<file path="src/hw/icp_pkg.sv">
package icp_pkg;
  localparam int CNT_W = 12;
  localparam logic [11:0] CNT_MAX = 12'hfff;

  // Register byte offsets
  localparam logic [7:0] OFS_TIMER_SELECT = 8'h00;
  localparam logic [7:0] OFS_TMA_CONTROL = 8'h04;
  localparam logic [7:0] OFS_TMA_PRELOAD_LOW = 8'h08;
  localparam logic [7:0] OFS_TMA_PRELOAD_HIGH = 8'h0c;
  localparam logic [7:0] OFS_TX_DRIVE = 8'h10;
  localparam logic [7:0] OFS_TMB_CONTROL = 8'h14;
  localparam logic [7:0] OFS_TMB_PRELOAD_LOW = 8'h18;
  localparam logic [7:0] OFS_TMB_PRELOAD_HIGH = 8'h1c;
  localparam logic [7:0] OFS_INT_STATUS = 8'h20;
  localparam logic [7:0] OFS_INT_MASK = 8'h24;

  // Field positions
  localparam int SEL_TMA_UP_BIT = 7;
  localparam int TMA_RUN_BIT = 7;
  localparam int TMA_CLK_LSB = 4;
  localparam int TMA_DUTY_LSB = 2;
  localparam int TMA_MODE_LSB = 0;
  localparam int TMB_RUN_BIT = 7;
  localparam int TMB_CLK_LSB = 4;
  localparam int DRV_BIT = 3;
  localparam int INT_TMA_OVF_BIT = 0;
  localparam int INT_TMB_OVF_BIT = 1;
  localparam int INT_W = 2;

  // Reset values
  localparam logic [7:0] RST_BYTE = 8'h00;
  localparam logic [3:0] RST_NIBBLE = 4'h0;

  // Timing counts: prescaler terminal values
  localparam logic [3:0] TMA_DIV2_LAST = 4'h1;
  localparam logic [3:0] TMA_DIV4_LAST = 4'h3;
  localparam logic [3:0] TMA_DIV16_LAST = 4'hf;
  localparam logic [5:0] TMB_DIV4_LAST = 6'h03;
  localparam logic [5:0] TMB_DIV64_LAST = 6'h3f;

  // Carrier period length in counter periods
  localparam logic [2:0] DUTY_LEN_THIRD = 3'h3;
  localparam logic [2:0] DUTY_LEN_QUARTER = 3'h4;
  localparam logic [2:0] DUTY_LEN_FIFTH = 3'h5;
  localparam logic [2:0] DUTY_LEN_HALF = 3'h2;

  typedef enum logic [1:0] {
    MODE_CARRIER = 2'h0,
    MODE_NO_CARRIER = 2'h1,
    MODE_CAPTURE = 2'h2,
    MODE_ENV_DETECT = 2'h3
  } icp_mode_t;

  typedef enum logic [1:0] {
    TMA_CLK_DIV1 = 2'h0,
    TMA_CLK_DIV2 = 2'h1,
    TMA_CLK_DIV4 = 2'h2,
    TMA_CLK_DIV16 = 2'h3
  } icp_tma_clk_t;

  typedef enum logic [1:0] {
    DUTY_THIRD = 2'h0,
    DUTY_QUARTER = 2'h1,
    DUTY_FIFTH = 2'h2,
    DUTY_HALF = 2'h3
  } icp_duty_t;

  typedef enum logic [1:0] {
    TMB_CLK_DIV1 = 2'h0,
    TMB_CLK_DIV4 = 2'h1,
    TMB_CLK_DIV64 = 2'h2,
    TMB_CLK_CARRIER = 2'h3
  } icp_tmb_clk_t;

  typedef enum logic {
    BUS_IDLE = 1'b0,
    BUS_RD_WAIT = 1'b1
  } icp_bus_t;
endpackage

</file>
<file path="src/hw/icp_tmr_if.sv">
`timescale 1ns/100ps
interface icp_tmr_if;
  logic run;
  logic [1:0] clk_sel;
  logic [11:0] preload;
  logic carrier_rise;
  logic ovf;
  logic [11:0] count;
  modport ctl(output run, output clk_sel, output preload, output carrier_rise,
              input ovf, input count);
  modport tmr(input run, input clk_sel, input preload, input carrier_rise,
              output ovf, output count);
endinterface

</file>
<file path="src/hw/icp_timer_b.sv">
`timescale 1ns/100ps
module icp_timer_b (
  input wire logic hclk,
  input wire logic hresetn,
  icp_tmr_if.tmr tb
);
  import icp_pkg::*;

  typedef struct packed {
    logic [5:0] div;
    logic [11:0] cnt;
    logic run_d;
    logic ovf;
  } icp_tmb_state_t;

  icp_tmb_state_t s_q, s_d;
  logic tick;

  always_comb begin
    s_d = s_q;
    s_d.ovf = 1'b0;
    s_d.run_d = tb.run;
    s_d.div = tb.run ? s_q.div + 6'h01 : 6'h00;
    case (tb.clk_sel)
      TMB_CLK_DIV1: tick = 1'b1;
      TMB_CLK_DIV4: tick = (s_q.div[1:0] == TMB_DIV4_LAST[1:0]);
      TMB_CLK_DIV64: tick = (s_q.div == TMB_DIV64_LAST);
      TMB_CLK_CARRIER: tick = tb.carrier_rise;
      default: tick = 1'b0;
    endcase
    if (tb.run && !s_q.run_d) begin
      s_d.cnt = tb.preload;
    end else if (tb.run && tick) begin
      if (s_q.cnt == CNT_MAX) begin
        s_d.cnt = tb.preload;
        s_d.ovf = 1'b1;
      end else begin
        s_d.cnt = s_q.cnt + 12'h001;
      end
    end
  end

  always_ff @(posedge hclk or negedge hresetn) begin
    if (!hresetn) begin
      s_q <= '0;
    end else begin
      s_q <= s_d;
    end
  end

  assign tb.ovf = s_q.ovf;
  assign tb.count = s_q.cnt;
endmodule

</file>
<file path="src/hw/icp_carrier_timer.sv">
// Behaviour
// Timer A counts up when selected
// Counter clock is oscillator divided per field
// Carrier and no-carrier modes drive transmit pin
// Drive current bit controls transmit pin strength
// Overflow from max to zero raises interrupt; here max reloads the preload instead of zero
// Start loads preload then counts upward
// Overflow reloads preload and resumes counting
// Carrier duty third, quarter, fifth or half
// Timer B internal clock: run bit gates carrier; here the envelope follows timer A run and select instead
// Timer B may count carrier edges
// Envelope toggles on each timer B overflow
// Software alternates on and off counts
// No-carrier mode pin just high or low
// No-carrier mode still runs internal carrier
// Mode field decode: carrier, no-carrier, capture, envelope
// Clock field decode: div 1, 2, 4, 16
// Duty field decode: third, quarter, fifth, half
// Run bit zero stops, one runs
// Carrier high one counter period per cycle
//
// Decided for this implementation: the AHB-Lite interface to the registers and the placing of the registers.
`timescale 1ns/100ps
module icp_carrier_timer (
  input wire logic hclk,
  input wire logic hresetn,
  input wire logic hsel,
  input wire logic [31:0] haddr,
  input wire logic [1:0] htrans,
  input wire logic hwrite,
  input wire logic [2:0] hsize,
  input wire logic [31:0] hwdata,
  input wire logic hready,
  output logic hreadyout,
  output logic hresp,
  output logic [31:0] hrdata,
  output logic ir_transmit_pin,
  output logic tx_drive_current_control,
  output logic irq
);
  import icp_pkg::*;

  typedef struct packed {
    logic [7:0] timer_select_reg;
    logic [7:0] timer_a_control;
    logic [7:0] timer_a_preload_low;
    logic [3:0] timer_a_preload_high;
    logic [7:0] drive;
    logic [7:0] timer_b_control;
    logic [7:0] tmb_pre_low;
    logic [3:0] tmb_pre_high;
    logic [INT_W-1:0] int_status;
    logic [INT_W-1:0] int_mask;
    icp_bus_t bus_st;
    logic wr_pend;
    logic [7:0] addr;
    logic [31:0] rdata;
    logic ready;
    logic irq;
    logic [3:0] pre_div;
    logic [11:0] cnt;
    logic run_d;
    logic [2:0] phase;
    logic carrier;
    logic carrier_rise;
    logic envelope;
    logic tmb_run_d;
    logic pin;
    logic drv_out;
  } icp_state_t;

  icp_state_t s_q, s_d;
  icp_tmr_if tmr_b_if ();

  logic timer_on;
  logic tick;
  logic [2:0] duty_len;
  logic [11:0] preload;
  logic [INT_W-1:0] int_set;
  logic [INT_W-1:0] int_clr;
  logic [31:0] rd_mux;
  logic tmb_run;
  logic tmb_from_carrier;

  assign tmr_b_if.run = s_q.timer_b_control[TMB_RUN_BIT];
  assign tmr_b_if.clk_sel = s_q.timer_b_control[TMB_CLK_LSB +: 2];
  assign tmr_b_if.preload = {s_q.tmb_pre_high, s_q.tmb_pre_low};
  assign tmr_b_if.carrier_rise = s_q.carrier_rise;

  icp_timer_b u_timer_b (
    .hclk(hclk),
    .hresetn(hresetn),
    .tb(tmr_b_if.tmr)
  );

  always_comb begin
    rd_mux = 32'h0000_0000;
    case (s_q.addr)
      OFS_TIMER_SELECT: rd_mux[7:0] = s_q.timer_select_reg;
      OFS_TMA_CONTROL: rd_mux[7:0] = s_q.timer_a_control;
      OFS_TMA_PRELOAD_LOW: rd_mux[7:0] = s_q.cnt[7:0];
      OFS_TMA_PRELOAD_HIGH: rd_mux[3:0] = s_q.cnt[11:8];
      OFS_TX_DRIVE: rd_mux[7:0] = s_q.drive;
      OFS_TMB_CONTROL: rd_mux[7:0] = s_q.timer_b_control;
      OFS_TMB_PRELOAD_LOW: rd_mux[7:0] = tmr_b_if.count[7:0];
      OFS_TMB_PRELOAD_HIGH: rd_mux[3:0] = tmr_b_if.count[11:8];
      OFS_INT_STATUS: rd_mux[INT_W-1:0] = s_q.int_status;
      OFS_INT_MASK: rd_mux[INT_W-1:0] = s_q.int_mask;
      default: rd_mux = 32'h0000_0000;
    endcase
  end

  always_comb begin
    s_d = s_q;
    int_set = '0;
    int_clr = '0;

    // Bus: writes land in the data phase, reads take one wait state
    s_d.wr_pend = 1'b0;
    if (s_q.wr_pend) begin
      case (s_q.addr)
        OFS_TIMER_SELECT: s_d.timer_select_reg = hwdata[7:0];
        OFS_TMA_CONTROL: s_d.timer_a_control = hwdata[7:0];
        OFS_TMA_PRELOAD_LOW: s_d.timer_a_preload_low = hwdata[7:0];
        OFS_TMA_PRELOAD_HIGH: s_d.timer_a_preload_high = hwdata[3:0];
        OFS_TX_DRIVE: s_d.drive = hwdata[7:0];
        OFS_TMB_CONTROL: s_d.timer_b_control = hwdata[7:0];
        OFS_TMB_PRELOAD_LOW: s_d.tmb_pre_low = hwdata[7:0];
        OFS_TMB_PRELOAD_HIGH: s_d.tmb_pre_high = hwdata[3:0];
        OFS_INT_STATUS: int_clr = hwdata[INT_W-1:0];
        OFS_INT_MASK: s_d.int_mask = hwdata[INT_W-1:0];
        default: s_d.drive = s_q.drive;
      endcase
    end
    case (s_q.bus_st)
      BUS_IDLE: begin
        if (hsel && hready && htrans[1]) begin
          s_d.addr = {haddr[7:2], 2'b00};
          if (hwrite) begin
            s_d.wr_pend = 1'b1;
          end else begin
            s_d.bus_st = BUS_RD_WAIT;
            s_d.ready = 1'b0;
          end
        end
      end
      BUS_RD_WAIT: begin
        s_d.rdata = rd_mux;
        s_d.ready = 1'b1;
        s_d.bus_st = BUS_IDLE;
      end
      default: s_d.bus_st = BUS_IDLE;
    endcase

    // Timer A
    timer_on = s_q.timer_select_reg[SEL_TMA_UP_BIT] & s_q.timer_a_control[TMA_RUN_BIT];
    preload = {s_q.timer_a_preload_high, s_q.timer_a_preload_low};
    s_d.pre_div = timer_on ? s_q.pre_div + 4'h1 : 4'h0;
    case (s_q.timer_a_control[TMA_CLK_LSB +: 2])
      TMA_CLK_DIV1: tick = 1'b1;
      TMA_CLK_DIV2: tick = (s_q.pre_div[0] == TMA_DIV2_LAST[0]);
      TMA_CLK_DIV4: tick = (s_q.pre_div[1:0] == TMA_DIV4_LAST[1:0]);
      TMA_CLK_DIV16: tick = (s_q.pre_div == TMA_DIV16_LAST);
      default: tick = 1'b0;
    endcase
    case (s_q.timer_a_control[TMA_DUTY_LSB +: 2])
      DUTY_THIRD: duty_len = DUTY_LEN_THIRD;
      DUTY_QUARTER: duty_len = DUTY_LEN_QUARTER;
      DUTY_FIFTH: duty_len = DUTY_LEN_FIFTH;
      DUTY_HALF: duty_len = DUTY_LEN_HALF;
      default: duty_len = DUTY_LEN_HALF;
    endcase
    s_d.run_d = timer_on;
    if (timer_on && !s_q.run_d) begin
      s_d.cnt = preload;
      s_d.phase = 3'h0;
    end else if (timer_on && tick) begin
      if (s_q.cnt == CNT_MAX) begin
        s_d.cnt = preload;
        int_set[INT_TMA_OVF_BIT] = 1'b1;
        s_d.phase = (s_q.phase >= duty_len - 3'h1) ? 3'h0 : s_q.phase + 3'h1;
      end else begin
        s_d.cnt = s_q.cnt + 12'h001;
      end
    end
    s_d.carrier = timer_on && (s_d.phase == 3'h0);
    s_d.carrier_rise = s_d.carrier && (!s_q.carrier || (s_d.phase != s_q.phase));

    // Envelope
    tmb_run = s_q.timer_b_control[TMB_RUN_BIT];
    tmb_from_carrier = (s_q.timer_b_control[TMB_CLK_LSB +: 2] == TMB_CLK_CARRIER);
    s_d.tmb_run_d = tmb_run;
    if (tmr_b_if.ovf) begin
      int_set[INT_TMB_OVF_BIT] = 1'b1;
    end
    if (!tmb_from_carrier) begin
      s_d.envelope = timer_on;
    end else if (tmb_run && !s_q.tmb_run_d) begin
      s_d.envelope = 1'b1;
    end else if (tmr_b_if.ovf) begin
      s_d.envelope = ~s_q.envelope;
    end else if (!tmb_run) begin
      s_d.envelope = 1'b0;
    end

    // Transmit pin
    case (s_q.timer_a_control[TMA_MODE_LSB +: 2])
      MODE_CARRIER: s_d.pin = s_q.carrier & s_q.envelope;
      MODE_NO_CARRIER: s_d.pin = s_q.envelope;
      default: s_d.pin = 1'b0;
    endcase
    s_d.drv_out = s_q.drive[DRV_BIT];

    // Interrupts: set wins over clear
    s_d.int_status = (s_q.int_status & ~int_clr) | int_set;
    s_d.irq = |(s_d.int_status & s_q.int_mask);
  end

  always_ff @(posedge hclk or negedge hresetn) begin
    if (!hresetn) begin
      s_q <= '0;
      s_q.ready <= 1'b1;
      s_q.bus_st <= BUS_IDLE;
    end else begin
      s_q <= s_d;
    end
  end

  assign hreadyout = s_q.ready;
  assign hresp = 1'b0;
  assign hrdata = s_q.rdata;
  assign ir_transmit_pin = s_q.pin;
  assign tx_drive_current_control = s_q.drv_out;
  assign irq = s_q.irq;
endmodule

</file>
<file path="config.mk">
export PLATFORM = sky130hd
export DESIGN_NAME = icp_carrier_timer
export DESIGN_NICKNAME = d
export VERILOG_FILES = /design/src/hw/icp_pkg.sv /design/src/hw/icp_tmr_if.sv /design/src/hw/icp_timer_b.sv /design/src/hw/icp_carrier_timer.sv
export SDC_FILE = /design/constraint.sdc
export NUM_CORES = 1
export LEC_CHECK = 0
export BUFFER_PORTS_ARGS = -buffer_cell sky130_fd_sc_hd__buf_2
export CORE_MARGIN = 2
export CORE_UTILIZATION = 35
export CTS_CLUSTER_DIAMETER = 120
export DETAILED_ROUTE_END_ITERATION = 10
export SLEW_MARGIN = 20
export SYNTH_ARGS = -nofsm -noshare
export SYNTH_HDL_FRONTEND = slang
export SYNTH_SLANG_ARGS = --single-unit
</file>
<file path="constraint.sdc">
create_clock -name hclk -period 4.8 [get_ports hclk]
set_clock_uncertainty 0.05 [all_clocks]
set_input_delay 0.96 -clock hclk [delete_from_list [all_inputs] [get_ports hclk]]
set_output_delay 0.96 -clock hclk [all_outputs]
set_load 0.1 [all_outputs]
</file>
* Word-level counts from Yosys, hierarchy flattened
Index checks and enable logic that the tools add are counted.
** Cells by class
- $add $sub $neg :: 6
- Order comparisons :: 1
- Equal/unequal tests :: 29
- Multiplexer cells :: 40
- Bitwise gates (word level) :: 8
- Reduce and logical (&&, ||, !) cells :: 32
** Operator list (count)
- 12-bit two-way mux :: 6
- 12-bit by 1-bit adder with 12-bit output, second input constant :: 2
- 12-bit equality test, second input constant :: 2
- 6-bit by 3-bit equality test with 1-bit output, second input constant :: 4
- 4-bit case mux with 6 select lines :: 1
- 2-bit AND reduction :: 11
- 2-bit case mux with 10 select lines :: 1
- 2-bit equality test, second input constant :: 8
- 2-bit case mux with 8 select lines :: 1
- 1-bit two-way mux :: 15
- 6-bit by 2-bit equality test with 1-bit output, second input constant :: 2
- 6-bit by 4-bit equality test with 1-bit output, second input constant :: 2
- 3-bit two-way mux :: 4
- 3-bit case mux with 4 select lines :: 1
- 10-bit two-way mux :: 1
- 9-bit two-way mux :: 1
- 2-bit by 1-bit equality test with 1-bit output, second input constant :: 4
- 1-bit logical AND :: 8
- 2-bit zero test :: 4
- 8-bit zero test :: 1
- 1-bit case mux with 4 select lines :: 2
- 6-bit by 1-bit adder with 6-bit output, second input constant :: 1
- 6-bit by 1-bit equality test with 1-bit output, second input constant :: 1
- 6-bit equality test, second input constant :: 1
- 22 further kinds :: 32
** Storage, ports and cells
- Flip-flop bits (word level) :: 123
- Output and inout port bits :: 37
- Word-level logic and storage cells :: 145

* Longest topological paths before layout
- Depth in word-level cells :: 11
- Depth in mapped cells :: 8
- Depth with buffers taken out :: 7

* Hierarchy
From an unflattened synthesis, not the netlist that was laid out.
** Second synthesis, totals
- Cell total of the unflattened synthesis :: 592
- Area, all modules :: 6423.7 um^2
** By module, submodules not included
- icp_carrier_timer :: times used 1, cells each 451, area an instance 5207.5 um^2
- icp_timer_b :: times used 1, cells each 141, area an instance 1216.2 um^2

* Least setup slack after synthesis
OpenSTA, ideal clock, no wires.
- Kind :: register -> register
- From :: reg s_q[116] in the netlist's numbering
- To :: reg s_q, in the netlist tmr_b_if.carrier_rise
- Library setup time :: 0.133 ns
- Arrival :: 1.759 ns
- Required time :: 4.617 ns
- Setup slack :: 2.858 ns
- Cell stages (with the launch flop) :: 8
- Buffers on the path :: 0
- Period minus slack after synthesis :: 1.942 ns
- Cell sequence :: dfrtp_1 nand2b_1 ha_1 nand2_1 o21a_1 a221o_1 o31ai_1 a221oi_2
** RTL lines
- from (decl) :: RTL line icp_carrier_timer.sv:72 : icp_state_t s_q, s_d;

* Worst setup path after layout
- From :: reg u_timer_b.s_q, in the netlist u_timer_b.tb.count[1]
- To :: reg u_timer_b.s_q, in the netlist u_timer_b.tb.count[6]
** On the way
- Longest elaborated chain between the ends :: 4
- Elaborated cells on any way between the ends :: 5
- Those cells by class :: 1 x add/sub; 1 x eq/ne; 3 x mux
** RTL lines
- from (decl) :: RTL line icp_timer_b.sv:16 : icp_tmb_state_t s_q, s_d;
- from (signal assigned) :: RTL line icp_timer_b.sv:45 : s_q <= '0;
- from (signal assigned) :: RTL line icp_timer_b.sv:47 : s_q <= s_d;
- 12-bit by 1-bit adder with 12-bit output / 12-bit equality test (equally long branches) :: RTL line icp_timer_b.sv:38, icp_timer_b.sv:34
- 12-bit two-way mux * :: RTL line icp_timer_b.sv:34 : if (s_q.cnt == CNT_MAX) begin
- 12-bit two-way mux * :: RTL line icp_timer_b.sv:33 : end else if (tb.run && tick) begin
- 12-bit two-way mux * :: RTL line icp_timer_b.sv:31 : if (tb.run && !s_q.run_d) begin
Every way passes the cells marked *; elsewhere a longest branch is shown, timed or not. The select of a mux whose other input is x is not followed.
A chain may end at the register's enable or synchronous reset.

==> metrics <==
mean area per synthesized cell=11.0 µm²; Syn Std Cell Area=6310 µm²; first-pass GRT wire length=24100 µm; r2r worst-path depth=6; Max-cap violations=0; Initial Utilization=35.4%; worst flop-to-flop path startpoint=u_timer_b.tb.count[1]; fin crit period=2.63 ns; Peak Freq=381 MHz; cts hold-fix bufs=0; register share of total power=39.7%; Synth Flop Type=dfrtp_1; EDFF count, synth=0; CTS sink cnt=123; share of cells above drive strength 1=25.3%; IR drop worst, VDD=0.263 mV; Final Instance Area=7170 µm²; Static Leak=3.25 nW; port buffer count=31; R2R Setup Slk=2.17 ns; Max H-tree Level=4; Yosys warning count=0; Antenna Cells=0; total design power=3.24 mW; HP Class=flop to flop; FF+latch count, synth=123; Seq/Total Area, Yosys=48.8%; Via density=5.36; status=completed; Worst EP arrival=2.88 ns; Setup crit start=u_timer_b.tb.count[1]; largest net degree at the start of global routing=124; Setup-failing EPs final=0; post-synthesis async set-or-reset flop share=100%; drt first pass iters=5; vias in the first global route=4434; Total GRT Usage=16.1%; CP required=5.06 ns; Post-DP HPWL=10100 µm; CTS tree=done; actual slew at the worst max-slew pin=1.01 ns; NetSw=0.984 mW; synthesized netlist cell count=574; area growth from synthesis to layout=13.6%; CP endpoint=u_timer_b.tb.count[6]; via count=4474; Die Y=138 µm; Crit Reg-Reg Endpoint=u_timer_b.tb.count[6]; final wirelength=14800 µm; Internal Pwr Total=2.25 mW; Detail Route Antenna Nets=0; global placement routability congestion=0.878; Iter 0 DRT Violations=403; Placement Cell Area=6520 µm²; post-place setup slack=2.17 ns; Final Net Count=674; CP Capture Type=flop; DRC=0; CTS buffer count=17; Clock Power Share=42.9%; Clock Tree Buf Depth=2; overflow left after global routing=0; Comb pwr share=17.5%; worst skew pair latency=0.42 ns; Sw Ratio=30.4%; critical path fanouts, max=24; period utilisation layout=54.7%; post-CTS sizing=0; CP startpoint kind=flop; initial antenna violation count=0; IO Count=111; Setup CP Type=flop to flop; synth unique cells=69; Final Hold Violating Endpoints=0; RSZ-0062 raised after global routing=no; Util after Layout=40.2%; Max-slew headroom=32.4%; Clk pin slew, worst setup/hold paths=0.06 ns; drt wl/cell=17.8 µm; Core Rows=49; Die W=138 µm; CTS root buffer=clkbuf_16; core area=17800 µm²; setup TNS=0 ns; PwrDens=452 nW/µm²; final worst setup slack=2.17 ns; Die ar.=19100 µm²; fin. max-slew vios=0; post-CTS setup buffers=0
[metal layers]
metal / global-route usage, % / part of all wire (%) / vias up / routed length (µm)
met2: 23.6 / 45 / 148 / 6660
li1: - / - / 2070 / -
met3: 3.60 / 5.4 / 20 / 798
met4: 7.04 / 2.5 / 0 / 376
met5: 0 / 0 / - / 0
met1: 23.0 / 47 / 2236 / 6980
[placed cells by master, fill, tap and decap left out, types with 5 or more instances in the layout]
| cell type | count |
|---|---|
| ha_1 | 8 |
| conb_1 | 25 |
| nor2_2 | 5 |
| nor3_1 | 6 |
| clkbuf_16 | 17 |
| and2_1 | 7 |
| nor2_1 | 27 |
| mux4_2 | 8 |
| nand2_1 | 39 |
| mux2i_1 | 15 |
| a21oi_1 | 38 |
| a22oi_1 | 8 |
| nor2b_1 | 9 |
| nand3_1 | 18 |
| mux2_2 | 63 |
| buf_2 | 30 |
| dfrtp_1 | 122 |
| nor4_1 | 6 |
| nand2b_1 | 7 |
| inv_1 | 13 |
| and3_1 | 6 |
| o21ai_0 | 33 |
[logic make-up after synthesis]
kind of cell / count (synthesis) / synth area share (%)
xor gates and xnor gates: 5 / 0.694
adders and majority gates: 8 / 1.59
other: 1 / 0.0595
DFF: 123 / 48.8
muxes: 86 / 16.5
AOI/OAI and AO/OA: 125 / 12.9
buffers and inverters: 72 / 6.47
and+or+nand+nor: 154 / 13.0
[worst max-delay path, cell delays in order (launching register included)]
cell and delay, ns:
dfrtp_1 0.46, ha_1 0.24, and3_1 0.26, a41oi_2 0.81, nor2b_1 0.17, a311o_1 0.39
o221a_2 0.13
[registers in the layout (all words and copies together) (netlist names)]
signal	count
tmr_b_if.carrier_rise	1
u_timer_b.tb.count	12
s_q	76
tx_drive_current_control	1
u_timer_b.s_q	7
irq	1
u_timer_b.tb.ovf	1
ir_transmit_pin	1
hrdata	8
preload	12
s_d	2
hreadyout	1
[layout make-up]
class,instances,area (µm²)
fill,1688,10700
sequential,123,3080
multi-input combinational,403,2910
clock buffer,21,480
tap,229,287
timing repair buffer,34,193
clock inverter,11,165
inverter,13,48.8
[power by group through the flow]
stage	logic [mW]	registers, mW	clock network [mW]
6_report	0.565	1.28	1.39
5_1_grt	0.607	1.30	1.46
4_1_cts	0.570	1.28	1.41
3_5_place_dp	0.566	1.30	0
3_3_place_gp	0.558	1.29	0
2_1_floorplan	0.487	1.26	0
[cells in the mapped netlist, types with 3 or more instances]
master     number  area, µm²
dfrtp_1       122       3050
mux2_2         63        709
nand2_1        39        146
a21oi_1        38        190
buf_4          33        248
o21ai_0        33        165
nor2_1         28        105
nand3_1        18       90.1
mux2i_1        15        150
clkbuf_1       13       48.8
inv_1          13       48.8
buf_2          11       55.1
nor2b_1         9       56.3
a22oi_1         8       60.1
ha_1            8        100
mux4_2          8        180
and2_1          7       43.8
nand2b_1        7       43.8
and3_1          6       37.5
nor3_1          6       30.0
nor4_1          6       37.5
nor2_2          4       25.0
o22ai_1         4       25.0
a21o_1          3       22.5
a31oi_1         3       18.8
nand3b_1        3       22.5
nand4_1         3       18.8
o21a_1          3       22.5
o2bb2ai_1       3       26.3
o31ai_1         3       22.5
xnor2_1         3       26.3
[metrics by stage]
| stage | hold WS [ns] | std cells |
|---|---|---|
| 6_report | 0.365 | 834 |
| 5_1_grt | 0.394 | 834 |
| 4_1_cts | 0.372 | 834 |
| 3_5_place_dp | 0.356 | 802 |
| 3_3_place_gp | 0.354 | 802 |
| 2_1_floorplan | 0.314 | 598 |
[worst min path at each step]
stage	slack, ns	start	cells after the start	to
global placement	0.35	s_d[0]	0	tx_drive_current_control
floorplan	0.31	s_d[0]	0	tx_drive_current_control
detailed placement	0.36	s_d[0]	0	tx_drive_current_control
finish	0.36	s_d[0]	0	tx_drive_current_control
global route	0.39	s_d[0]	0	tx_drive_current_control
CTS	0.37	s_d[0]	0	tx_drive_current_control
(Power assumes the default switching activity.)
